===== config.mk =====
export PLATFORM = sky130hd
export DESIGN_NAME = sync_fault_softstart_sequencer
export DESIGN_NICKNAME = d
export VERILOG_FILES = /design/src/shared/seq_pkg.sv /design/src/design/sync_fault_softstart_sequencer.sv
export SDC_FILE = /design/constraint.sdc
export NUM_CORES = 1
export LEC_CHECK = 0
export BUFFER_PORTS_ARGS = -buffer_cell sky130_fd_sc_hd__buf_2
export CAP_MARGIN = 20
export CORE_MARGIN = 2
export CORE_UTILIZATION = 65
export DETAILED_ROUTE_END_ITERATION = 8
export PLACE_DENSITY = 0.95
export RECOVER_POWER = 100
export SKIP_CTS_REPAIR_TIMING = 1
export SLEW_MARGIN = 20
export SYNTH_ARGS = -nofsm -noshare
export SYNTH_HDL_FRONTEND = slang
export SYNTH_SLANG_ARGS = --single-unit

===== constraint.sdc =====
create_clock -name clock -period 15.99 [get_ports clock]
set_input_delay 0.7995 -clock clock [delete_from_list [all_inputs] [get_ports clock]]
set_output_delay 0.7995 -clock clock [all_outputs]
set_load 0.01 [all_outputs]

===== src/shared/seq_pkg.sv =====
// Purpose: constants and types for the start-up and sync supervisor
// Assumes: 100 MHz core clock
// Notes: command codes other than the status and option words are local
package seq_pkg;
   localparam int CLK_MHZ = 100;
   localparam int LOSS_US = 10;
   localparam int LOSS_CYC = LOSS_US * CLK_MHZ;
   localparam int CYC_PER_MS = 1000 * CLK_MHZ;
   localparam int RESTART_EDGES = 7;
   localparam int STRAP_READS = 4;
   localparam int PB_PULSES = 128;
   localparam int OV_DIV = 20;
   localparam int AVG_SHIFT = 3;
   localparam logic [7:0] CMD_STATUS = 8'h80;
   localparam logic [7:0] CMD_MISC = 8'hf0;
   localparam logic [7:0] CMD_TON_RISE = 8'h61;
   localparam logic [7:0] CMD_TOFF_FALL = 8'h65;
   localparam logic [7:0] CMD_IOUT_OFS = 8'h39;
   localparam int BIT_SYNC_FLT = 1;
   localparam int BIT_SS_INVALID = 3;
   localparam int MISC_SYNC_DIS = 0;
   localparam logic [15:0] MISC_RESET = 16'h0000;
   localparam logic [7:0] TON_DEFAULT = 8'h03;
   localparam logic [7:0] TON_MIN = 8'h01;
   localparam logic [7:0] TON_MAX = 8'h64;
   localparam logic [7:0] TOFF_MIN = 8'h01;
   localparam logic [3:0] STRAP_PULLUP = 4'hf;
   typedef struct packed
   {
      logic wr;
      logic [7:0] code;
      logic [15:0] data;
   } cmd_t;
   typedef enum logic [2:0]
   {
      ST_OFF = 3'b000,
      ST_WAIT_CLK = 3'b001,
      ST_RAMP = 3'b010,
      ST_RUN = 3'b011,
      ST_STOP = 3'b100
   } seq_state_t;
endpackage


===== src/design/sync_fault_softstart_sequencer.sv =====
// Purpose: sync-loss supervision, soft-start/stop sequencing, current average
// Assumes: all inputs synchronous to clock; sw_cycle pulses once per switch period
// Notes: analog loop lives outside, overvoltage limit is derived here from vref_target; levels are plain codes
`timescale 1ns/1ps
module sync_fault_softstart_sequencer
   import seq_pkg::*;
#(
   parameter int LW = 12,
   parameter int STALL_CYC = 625
)
(
   input wire logic clock,
   input wire logic rst,
   input wire cmd_t cmd,
   input wire logic sync_in,
   input wire logic sync_expected,
   input wire logic clock_slave,
   input wire logic loop_slave,
   input wire logic on_request,
   input wire logic softstop_disable,
   input wire logic share_low_in,
   input wire logic local_fault,
   input wire logic [3:0] strap_code,
   input wire logic [7:0] stored_ton_ms,
   input wire logic [LW-1:0] fb_level,
   input wire logic [LW-1:0] vref_target,
   input wire logic sw_cycle,
   input wire logic ls_midpoint,
   input wire logic [LW-1:0] isense,
   output logic hs_en,
   output logic ls_en,
   output logic ls_complementary,
   output logic [7:0] ls_ramp_count,
   output logic share_pull_oe,
   output logic freq_slow,
   output logic [LW-1:0] ref_level,
   output logic ov_warn,
   output logic [7:0] vendor_status_flags,
   output logic [15:0] misc_option_config,
   output logic [7:0] ton_rise_ms,
   output logic [LW-1:0] read_iout
);

   function automatic logic [7:0] strap_ms(input logic [3:0] c);
      case (c)
         4'h0: strap_ms = 8'h03;
         4'h1: strap_ms = 8'h01;
         4'h2: strap_ms = 8'h02;
         4'h3: strap_ms = 8'h03;
         4'h4: strap_ms = 8'h05;
         4'h5: strap_ms = 8'h07;
         4'h6: strap_ms = 8'h0a;
         4'h7: strap_ms = 8'h1b;
         4'h8: strap_ms = 8'h34;
         default: strap_ms = TON_DEFAULT;
      endcase
   endfunction

   // cycles per reference step scale: ms * cycles-per-ms
   function automatic logic [31:0] span(input logic [7:0] ms);
      span = 32'(ms) * 32'(CYC_PER_MS);
   endfunction

   ////////////////////////////////////////////////////////////////////
   // sync clock supervision
   logic sync_d_r, seen_r, fault_r, restart_r, slow_r;
   logic sync_d_nxt, seen_nxt, fault_nxt, restart_nxt, slow_nxt;
   logic [15:0] since_r, since_nxt;
   logic [2:0] edges_r, edges_nxt;
   logic edge_hit, missing, sync_dis;

   always_comb
   begin
      sync_dis = misc_option_config[MISC_SYNC_DIS];
      // slave follows falling edge, others rising
      edge_hit = loop_slave ? (sync_d_r & ~sync_in) : (~sync_d_r & sync_in);
      sync_d_nxt = sync_in;
      seen_nxt = seen_r | edge_hit;
      since_nxt = since_r;
      if (edge_hit)
         since_nxt = '0;
      else if (since_r < 16'(LOSS_CYC))
         since_nxt = since_r + 16'h0001;
      // never seen, or silent for the loss time
      missing = sync_expected & (~seen_r | since_r >= 16'(LOSS_CYC));
      // slave runs slow while the clock is stalled but not yet lost
      slow_nxt = clock_slave & sync_expected & seen_r & ~edge_hit
                 & since_r >= 16'(STALL_CYC) & since_r < 16'(LOSS_CYC);
      edges_nxt = edges_r;
      restart_nxt = 1'b0;
      fault_nxt = fault_r;
      if (missing & ~sync_dis)
      begin
         fault_nxt = 1'b1;
         edges_nxt = '0;
      end
      else if (fault_r & (sync_dis | ~sync_expected))
         fault_nxt = 1'b0;
      else if (fault_r & edge_hit)
      begin
         // count edges after return, then restart by itself
         if (edges_r == 3'(RESTART_EDGES - 1))
         begin
            fault_nxt = 1'b0;
            restart_nxt = 1'b1;
            edges_nxt = '0;
         end
         else
            edges_nxt = edges_r + 3'h1;
      end
   end

   always_ff @(posedge clock or posedge rst)
   begin
      if (rst)
      begin
         sync_d_r <= 1'b0;
         seen_r <= 1'b0;
         since_r <= '0;
         edges_r <= '0;
         fault_r <= 1'b0;
         restart_r <= 1'b0;
         slow_r <= 1'b0;
      end
      else
      begin
         sync_d_r <= sync_d_nxt;
         seen_r <= seen_nxt;
         since_r <= since_nxt;
         edges_r <= edges_nxt;
         fault_r <= fault_nxt;
         restart_r <= restart_nxt;
         slow_r <= slow_nxt;
      end
   end

   ////////////////////////////////////////////////////////////////////
   // strap decode and command words
   logic [2:0] strap_cnt_r, strap_cnt_nxt;
   logic [3:0] strap_first_r, strap_first_nxt;
   logic strap_bad_r, strap_bad_nxt, ss_inv_r, ss_inv_nxt;
   logic [7:0] ton_r, ton_nxt, toff_r, toff_nxt;
   logic [15:0] misc_r, misc_nxt;
   logic [LW-1:0] ofs_r, ofs_nxt;

   always_comb
   begin
      strap_cnt_nxt = strap_cnt_r;
      strap_first_nxt = strap_first_r;
      strap_bad_nxt = strap_bad_r;
      ss_inv_nxt = ss_inv_r;
      ton_nxt = ton_r;
      toff_nxt = toff_r;
      misc_nxt = misc_r;
      ofs_nxt = ofs_r;
      if (strap_cnt_r < 3'(STRAP_READS))
      begin
         strap_cnt_nxt = strap_cnt_r + 3'h1;
         if (strap_cnt_r == '0)
            strap_first_nxt = strap_code;
         else if (strap_code != strap_first_r)
            strap_bad_nxt = 1'b1;
         if (strap_cnt_r == 3'(STRAP_READS - 1))
         begin
            // unresolved strap: default time, flag only
            if (strap_bad_nxt)
            begin
               ton_nxt = TON_DEFAULT;
               ss_inv_nxt = 1'b1;
            end
            else if (strap_first_r == STRAP_PULLUP)
               ton_nxt = stored_ton_ms;
            else
               ton_nxt = strap_ms(strap_first_r);
         end
      end
      else if (cmd.wr)
      begin
         case (cmd.code)
            CMD_TON_RISE:
            begin
               // write overrides strap, clamped to supported span
               if (cmd.data[7:0] < TON_MIN)
                  ton_nxt = TON_MIN;
               else if (cmd.data[7:0] > TON_MAX)
                  ton_nxt = TON_MAX;
               else
                  ton_nxt = cmd.data[7:0];
            end
            CMD_TOFF_FALL: toff_nxt = cmd.data[7:0];
            CMD_MISC: misc_nxt = cmd.data;
            CMD_IOUT_OFS: ofs_nxt = cmd.data[LW-1:0];
            default: ;
         endcase
      end
   end

   always_ff @(posedge clock or posedge rst)
   begin
      if (rst)
      begin
         strap_cnt_r <= '0;
         strap_first_r <= '0;
         strap_bad_r <= 1'b0;
         ss_inv_r <= 1'b0;
         ton_r <= TON_DEFAULT;
         toff_r <= '0;
         misc_r <= MISC_RESET;
         ofs_r <= '0;
      end
      else
      begin
         strap_cnt_r <= strap_cnt_nxt;
         strap_first_r <= strap_first_nxt;
         strap_bad_r <= strap_bad_nxt;
         ss_inv_r <= ss_inv_nxt;
         ton_r <= ton_nxt;
         toff_r <= toff_nxt;
         misc_r <= misc_nxt;
         ofs_r <= ofs_nxt;
      end
   end

   ////////////////////////////////////////////////////////////////////
   // soft-start / soft-stop sequencer
   seq_state_t state_r, state_nxt;
   logic [31:0] acc_r, acc_nxt, per;
   logic [LW-1:0] ref_r, ref_nxt;
   logic sw_on_r, sw_on_nxt, hs_nxt, share_nxt, ov_nxt;
   logic [7:0] pb_r, pb_nxt, toff_eff;
   logic halt, ext_stop, step;
   logic [LW:0] ov_lim;

   always_comb
   begin
      halt = fault_r & ~misc_option_config[MISC_SYNC_DIS];
      ext_stop = share_low_in | local_fault;
      toff_eff = (toff_r == '0) ? TOFF_MIN : toff_r;
      per = span(state_r == ST_STOP ? toff_eff : ton_r);
      step = (acc_r + 32'(vref_target)) >= per;
      state_nxt = state_r;
      ref_nxt = ref_r;
      acc_nxt = step ? acc_r + 32'(vref_target) - per : acc_r + 32'(vref_target);
      sw_on_nxt = sw_on_r;
      pb_nxt = pb_r;
      case (state_r)
         ST_OFF, ST_WAIT_CLK:
         begin
            ref_nxt = '0;
            acc_nxt = '0;
            sw_on_nxt = 1'b0;
            pb_nxt = '0;
            if (~on_request)
               state_nxt = ST_OFF;
            else if (halt)
               state_nxt = ST_WAIT_CLK;
            else if (~ext_stop)
               state_nxt = ST_RAMP;
         end
         ST_RAMP, ST_RUN:
         begin
            if (state_r == ST_RAMP)
            begin
               if (step)
                  ref_nxt = ref_r + 1'b1;
               // switching waits for reference above pre-bias
               if (ref_r > fb_level)
                  sw_on_nxt = 1'b1;
               if (ref_r >= vref_target)
               begin
                  ref_nxt = vref_target;
                  sw_on_nxt = 1'b1;
                  state_nxt = ST_RUN;
               end
            end
            if (sw_on_r & sw_cycle & pb_r < 8'(PB_PULSES))
               pb_nxt = pb_r + 8'h01;
            if (~on_request)
               state_nxt = softstop_disable ? ST_OFF : ST_STOP;
         end
         ST_STOP:
         begin
            if (step & ref_r != '0)
               ref_nxt = ref_r - 1'b1;
            if (ref_r == '0)
               state_nxt = ST_OFF;
            if (on_request)
               state_nxt = ST_RAMP;
         end
         default: state_nxt = ST_OFF;
      endcase
      if (halt & state_nxt != ST_OFF)
         state_nxt = ST_WAIT_CLK;
      else if (ext_stop & state_nxt != ST_WAIT_CLK)
         state_nxt = ST_OFF;
      hs_nxt = sw_on_nxt & (state_nxt == ST_RAMP | state_nxt == ST_RUN | state_nxt == ST_STOP);
      share_nxt = local_fault | halt;
      ov_lim = {1'b0, vref_target} + (LW + 1)'(vref_target / LW'(OV_DIV));
      ov_nxt = {1'b0, fb_level} > ov_lim;
   end

   always_ff @(posedge clock or posedge rst)
   begin
      if (rst)
      begin
         state_r <= ST_OFF;
         acc_r <= '0;
         ref_r <= '0;
         sw_on_r <= 1'b0;
         pb_r <= '0;
         hs_en <= 1'b0;
         ls_en <= 1'b0;
         share_pull_oe <= 1'b0;
         ov_warn <= 1'b0;
      end
      else
      begin
         state_r <= state_nxt;
         acc_r <= acc_nxt;
         ref_r <= ref_nxt;
         sw_on_r <= sw_on_nxt;
         pb_r <= pb_nxt;
         hs_en <= hs_nxt;
         ls_en <= hs_nxt;
         share_pull_oe <= share_nxt;
         ov_warn <= ov_nxt;
      end
   end

   ////////////////////////////////////////////////////////////////////
   // current average and register views
   logic [LW-1:0] iavg_r, iavg_nxt, corr;
   logic [7:0] stat_nxt;
   logic signed [LW+1:0] diff;

   always_comb
   begin
      corr = (isense > ofs_r) ? isense - ofs_r : '0;
      diff = $signed({2'b00, corr}) - $signed({2'b00, iavg_r});
      iavg_nxt = iavg_r;
      // sample only mid low-side while driving
      if (ls_midpoint & ls_en)
         iavg_nxt = iavg_r + LW'(diff >>> AVG_SHIFT);
      stat_nxt = '0;
      // sync flag is a live level, no latch; strap flag holds until reset; no alert path
      stat_nxt[BIT_SYNC_FLT] = missing & ~misc_r[MISC_SYNC_DIS];
      stat_nxt[BIT_SS_INVALID] = ss_inv_r;
   end

   always_ff @(posedge clock or posedge rst)
   begin
      if (rst)
      begin
         iavg_r <= '0;
         read_iout <= '0;
         vendor_status_flags <= '0;
         misc_option_config <= MISC_RESET;
         ton_rise_ms <= TON_DEFAULT;
         freq_slow <= 1'b0;
         ref_level <= '0;
         ls_ramp_count <= '0;
         ls_complementary <= 1'b0;
      end
      else
      begin
         iavg_r <= iavg_nxt;
         read_iout <= iavg_nxt;
         vendor_status_flags <= stat_nxt;
         misc_option_config <= misc_r;
         ton_rise_ms <= ton_r;
         freq_slow <= slow_r;
         ref_level <= ref_r;
         ls_ramp_count <= pb_r;
         ls_complementary <= pb_r == 8'(PB_PULSES);
      end
   end
endmodule


==> results_dict.tcl, run 1 <==
set metrics [dict create \
    layout-drive-gt1-share_pct 10.4 \
    cts_buffer_depth 2 \
    synth_warnings 0 \
    drtIter0Drc 1442 \
    peakVddDrop_mv 0.136 \
    num-nets-final 2105 \
    syn_area_mm2 0.0153 \
    die_h_um 157 \
    synth_seq_cells 195 \
    fillers 1673 \
    yosysMostFrequentCell "dfrtp_1" \
    rows 56 \
    synth-edff-count 0 \
    cts.sinks 195 \
    worst_slew_pin_slew_ps 6060 \
    cts-root-buf "clkbuf_16" \
    synth_compound_area_share_pct 16.8 \
    hold_class "reg2reg" \
    violations "max-capacitance violations, max-slew violations" \
    startpoint "state_r[1]" \
    syn_avg_cell_area_um2 8.95 \
    grt_pass1_wl_mm 66.8 \
    relSlewSlack_pct -306 \
    end_kind "register" \
    yosys-top-cells-area "dfrtp_1, ha_1, xnor2_1" \
    io_pins 155 \
    routabilityCongestion 0.982 \
    yosysTopAreaCell "dfrtp_1" \
    setup_violations 0 \
    regArea_mm2 0.00488 \
    routedWlPerCell_um 19.0 \
    yosys.cell_types.count 87 \
    synthXorXnorAreaFrac_pct 7.44 \
    grt.overflow.total 0 \
    area_delta_synth_final_pct 9.27 \
    dp_hpwl_mm 30.2 \
    die_w_um 157 \
    critPathKind "reg2reg" \
    cp_max_fo 43 \
    core_mm2 0.0233 \
    yosys.area_share.simple_pct 18.2 \
    holdCritStartpoint "slow_r" \
    vias 13900 \
    cellLeakagePower_uw 0.00825 \
    crit_arrival_ps 9510 \
    muxShareOfSynthArea_pct 3.95 \
    htreeDepth 4 \
    grt_max_degree 140 \
    cts_buffers 17 \
    final_area_mm2 0.0167 \
    antenna_cells 0 \
    clk_pin_slew_ps 90 \
    timing.fmax_mhz 108 \
    start_util_pct 65.8 \
    cts_tree "built" \
    synth_adder_area_share_pct 16.5 \
    fp.dieArea_mm2 0.0248 \
    r2r_start "state_r[1]" \
    via_per_inst 6.45 \
    maxCapViolations 4 \
    synth_top_flop_cell "dfrtp_1" \
    worst_setup_path_start_kind "register" \
    period_share_pct 57.9 \
    synth_commonest_cells "dfrtp_1, ha_1, nor2_1, inv_1, nand2_1" \
    antenna_found_initial 0 \
    clock_latency_ps 460 \
    dr.pass1.iters 9 \
    crit_required_ps 16230 \
    synth_cells 1709 \
    tns_ps 0 \
    min_period_ps 9260 \
    grt_setup_unrepaired "no" \
    cellPowerDensity_mw_per_mm2 129 \
    hold_viol_final 0 \
    drv_slew 282 \
    placed_area_mm2 0.0162 \
    drc 0 \
    finClkSkew_ps 20.3 \
    postRouteAntennaNets 0 \
    portBuffers 148 \
    multiInputGateArea_mm2 0.00962 \
    grt_pass1_vias 13800 \
    grtUsageTotal_pct 33.4 \
    status "finished, violations left" \
    ys_seq_area_share_pct 31.9 \
    synth_top_area_share_pct 31.2 \
    synth_top_family_by_area "simple AND/OR/NAND/NOR gates" \
    ys_async_sr_fraction_pct 100 \
    drt_wl_total_mm 41.1 \
]
[sequential cells by signal (all words and copies together), names as in the netlist, 8 cells and up]
name                count
acc_r                  32
iavg_r                 12
ls_ramp_count           8
misc_option_config     16
misc_r                 16
ofs_r                  12
pb_r                    8
ref_level              12
ref_r                  12
since_r                16
toff_r                  8
ton_r                   8
ton_rise_ms             8
[metrics by stage]
stage               total power, uW  cells  utilization [%]  hold WS, ps  worst slack [ps]
floorplan                      1470   1714                -          331              9190
global placement               1610   2129             69.8          343              8370
detailed placement             1660   2129             69.8          342              7890
CTS                            2140   2161             72.5          352              7820
global route                   2300   2161             71.9          362              6170
finish                         2150   2161             71.9          349              6730
[power by group]
| part | internal (uW) | switching (uW) |
|---|---|---|
| combinational | 443 | 680 |
| sequential | 534 | 43.2 |
| clock | 227 | 225 |
| total | 1200 | 949 |
[routing by layer]
metal  vias up  global-route usage, %  routed length (um)
met5         -                      0                   0
met3       163                   5.56                3070
li1       6321                      -                   -
met2       751                   58.6               20400
met1      6698                   40.0               15900
met4         0                   15.9                1730
[worst paths after layout]
kind,end,slack [ps],cells after the start
worst max register to register,acc_r[29],6730,26
worst min-delay path,freq_slow,350,0
worst min register to register,freq_slow,350,0
worst max-delay path,acc_r[29],6730,26
min in group asynchronous,ref_level[1],2250,2
max in group asynchronous,strap_cnt_r[0],9380,3
[critical path: stages, from the launching register on]
cell and delay [ps]:
dfrtp_1 460, nor2_1 190, nand2_1 410, o21ai_0 930
fa_1 570, ha_1 310, ha_1 320, ha_1 300
a21o_1 180, a21oi_1 230, o21ai_0 170, a31oi_1 220
o21ai_0 160, or4_1 420, o311a_1 190, a211oi_1 280
o21bai_1 110, xnor2_1 140, ha_1 280, nand2b_1 190
a2111o_1 350, o32ai_1 380, nor4b_1 350, clkbuf_1 1370
nor4_1 200, xor2_1 280, nor2_1 70
[final cells by class]
class | instances | area share, %
inverter | 139 | 3.13
clock inverter | 14 | 1.11
timing repair buffer | 154 | 4.09
clock buffer | 18 | 2.57
multi-input combinational | 1322 | 57.5
sequential | 195 | 29.2
tap | 319 | 2.39
[cells by family (layout without fill, tap and decap cells)]
family,after synthesis,in the layout
XOR/XNOR,130,130
multiplexers,55,55
adder cells (fa/ha/maj),191,191
AO/OA/AOI/OAI,397,397
flip-flops,195,195
other,1,6
buffers and inverters,197,325
AND/OR/NAND/NOR,543,543
[cell usage in the layout, fill, tap and decap left out, types with 8 or more instances in the layout]
master / instances
nand2b_1: 25
fa_1: 17
a22o_1: 9
o211ai_1: 11
nor4_1: 16
mux2i_1: 12
o22ai_1: 8
clkbuf_1: 73
o21a_1: 17
nand2_1: 113
and3_1: 22
nor3_1: 40
clkbuf_16: 17
nand3b_1: 8
o21bai_1: 11
ha_1: 174
a31oi_1: 16
nor2_1: 151
and2_1: 10
nand3_1: 49
inv_1: 134
mux2_2: 42
a2111oi_0: 10
a211oi_1: 19
nor2b_1: 25
a21oi_1: 104
or2_2: 12
buf_2: 81
o31ai_1: 9
dfrtp_1: 191
a21o_1: 29
or3_1: 11
o21ai_0: 100
nand4_1: 23
xor2_1: 49
xnor2_1: 81
Power figures use the tool's default switching activity.
==> run 2: changes to the inputs <==
--- a/config.mk
+++ b/config.mk
@@ -8,9 +8,9 @@
 export BUFFER_PORTS_ARGS = -buffer_cell sky130_fd_sc_hd__buf_2
 export CAP_MARGIN = 20
 export CORE_MARGIN = 2
-export CORE_UTILIZATION = 65
+export CORE_UTILIZATION = 55
 export DETAILED_ROUTE_END_ITERATION = 8
-export PLACE_DENSITY = 0.95
+export PLACE_DENSITY = 0.88
 export RECOVER_POWER = 100
 export SKIP_CTS_REPAIR_TIMING = 1
 export SLEW_MARGIN = 20
==> constraint.sdc (replaced) <==
create_clock -name clock -period 8.5 [get_ports clock]
set_input_delay 0.425 -clock clock [delete_from_list [all_inputs] [get_ports clock]]
set_output_delay 0.425 -clock clock [all_outputs]
set_load 0.01 [all_outputs]
==> run 2 against run 1 <==
Compared with the run above:
- the run still ends with max-capacitance violations, max-slew violations left
- worst hold slack got worse by 260 ps
- register-to-register slack got worse by 6100 ps
- critical path depth rose by 3
- total power rose by 87%
- setup slack got worse by 6100 ps
- core utilization fell by 11 points
- non-clock buffer count rose by 4
- flip-flop and latch count did not move
- clock power rose by 95%
- clock skew fell by 1.8 ps
- clock-buffer cell count fell by 1
==> results_dict.tcl, run 2 (synthesis gave the netlist of run 1 again) <==
set metrics [dict create \
    die_h_um 171 \
    sw_frac_of_total_pct 43.7 \
    cts_tree "built" \
    final_common_cell "dfrtp_1" \
    via_per_inst 6.04 \
    crit_arrival_ps 8210 \
    regArea_mm2 0.00488 \
    startpoint "state_r[1]" \
    drt_wl_total_mm 39.3 \
    hold_viol_final 0 \
    seqPwrFrac_pct 26.9 \
    grt_pass1_wl_mm 63.6 \
    pwr-share-clk_pct 21.9 \
    portBuffers 148 \
    critPathKind "reg2reg" \
    setup_ws_ps 610 \
    worst_setup_path_start_kind "register" \
    final_cell_mix "dfrtp_1, ha_1, nor2_1" \
    die_w_um 171 \
    r2r_start "state_r[1]" \
    finClkSkew_ps 18.6 \
    antenna_found_initial 4 \
    min_period_ps 7890 \
    start_util_pct 55.5 \
    cp_max_fo 43 \
    grt_max_degree 117 \
    cts_buffer_depth 2 \
    p_sw_uw 1760 \
    grt_pass1_vias 13400 \
    crit_required_ps 8820 \
    postRouteAntennaNets 0 \
    layout-drive-gt1-share_pct 10.8 \
    regMostFlops "acc_r" \
    drv_slew 180 \
    status "finished, violations left" \
    dp.cells 2191 \
    maxCapViolations 2 \
    clk_pin_slew_ps 100 \
    rr_worst_depth 29 \
    cts.sinks 195 \
    crit_slowest_cell "a211oi_1" \
    clock_latency_ps 460 \
    setup_violations 0 \
    period_share_pct 92.8 \
    cellLeakagePower_uw 0.00831 \
    cellPowerDensity_mw_per_mm2 239 \
    place_ws_ps 561 \
    drc 0 \
    crit_cells 29 \
    dr.pass1.iters 7 \
    relSlewSlack_pct -246 \
    end_kind "register" \
    reg2reg_to "acc_r[27]" \
    io_pins 155 \
    crit_path_max_incr_delay_ps 600 \
    fillers 2239 \
    fp.dieArea_mm2 0.0292 \
    largest_reg_flops 32 \
    whs_ps 92.8 \
    area_delta_synth_final_pct 10.4 \
    cp_top_family "simple AND/OR/NAND/NOR gates" \
    rrSetupSlack_ps 610 \
    rows 61 \
    tns_ps 0 \
    intPower_uw 2270 \
    grt.overflow.total 0 \
    routedWlPerCell_um 17.7 \
    hold_class "in2reg" \
    p_comb_share_pct 51.2 \
    path_buf_inv 4 \
    num-nets-final 2109 \
    cts_buffers 17 \
    core_mm2 0.0276 \
    violations "max-capacitance violations, max-slew violations" \
    peakVddDrop_mv 0.291 \
    routabilityCongestion 0.892 \
    dp_hpwl_mm 29.3 \
    vias 13400 \
    cts-root-buf "clkbuf_16" \
    drtIter0Drc 1033 \
    timing.fmax_mhz 127 \
    grtUsageTotal_pct 27.0 \
    endpoint "acc_r[27]" \
    htreeDepth 4 \
    worst_slew_pin_slew_ps 5150 \
    multiInputGateArea_mm2 0.00964 \
    fin_cells 2227 \
    grt_setup_unrepaired "no" \
]
run 2: changes by cell type in the layout (fill, tap and decap cells not counted), moves of 2 or more:
cell	change
o32ai_1	-2
inv_8	-2
clkbuf_1	-2
buf_4	+4
inv_12	+4
diode_2	+3
inv_16	+2
o32ai_2	+2
run 2: power by group through the flow:
stage / Combinational [uW] / Clock [uW] / Sequential (uW)
after global placement: 1930 / 0 / 1100
after floorplan: 1680 / 0 / 1080
after CTS: 2030 / 888 / 1080
final: 2060 / 883 / 1090
after global routing: 2310 / 927 / 1100
after detailed placement: 2010 / 0 / 1100
run 2: routing by layer:
metal	track usage (%)	up-vias	share of wire (%)
li1	-	6342	-
met2	46.7	550	49
met5	0	-	0.033
met1	32.6	6427	41
met3	4.60	124	6.5
met4	13.0	2	4.0
run 2: metrics by stage:
stage | power [uW] | cell area [um2] | util, %
3_3_place_gp | 3020 | 16300 | 59.3
4_1_cts | 4000 | 17000 | 61.7
2_1_floorplan | 2760 | 15300 | -
3_5_place_dp | 3110 | 16300 | 59.3
5_1_grt | 4330 | 16900 | 61.3
6_report | 4030 | 16900 | 61.3
run 2: final cells by class:
class                   instances  share of cell area (%)
multi-input cells            1322                    57.1
flip-flops and latches        195                    28.9
repair buffers                158                    4.23
inverters                     139                    3.10
well taps                     378                    2.80
clock buffers                  17                    2.52
clock inverters                15                    1.33
diodes                          3                  0.0444
run 2: how the worst min path moves through the flow:
stage / startpoint / to / slack (ps) / cells after the start
final: sync_in / sync_d_r / 90 / 1
after CTS: sync_in / sync_d_r / 80 / 1
after detailed placement: slow_r / freq_slow / 340 / 0
after global routing: sync_in / sync_d_r / 100 / 1
after global placement: slow_r / freq_slow / 340 / 0
after floorplan: slow_r / freq_slow / 330 / 0
run 2: worst reg2reg max path, delay by kind of cell (launching register included):
kind / cells / cell delay, ps
multiplexers: 1 / 590
AND/OR/NAND/NOR: 10 / 2190
flip-flops: 1 / 450
adder cells (fa/ha/maj): 5 / 1960
AO/OA/AOI/OAI: 7 / 1590
XOR/XNOR: 2 / 340
buffers and inverters: 4 / 640
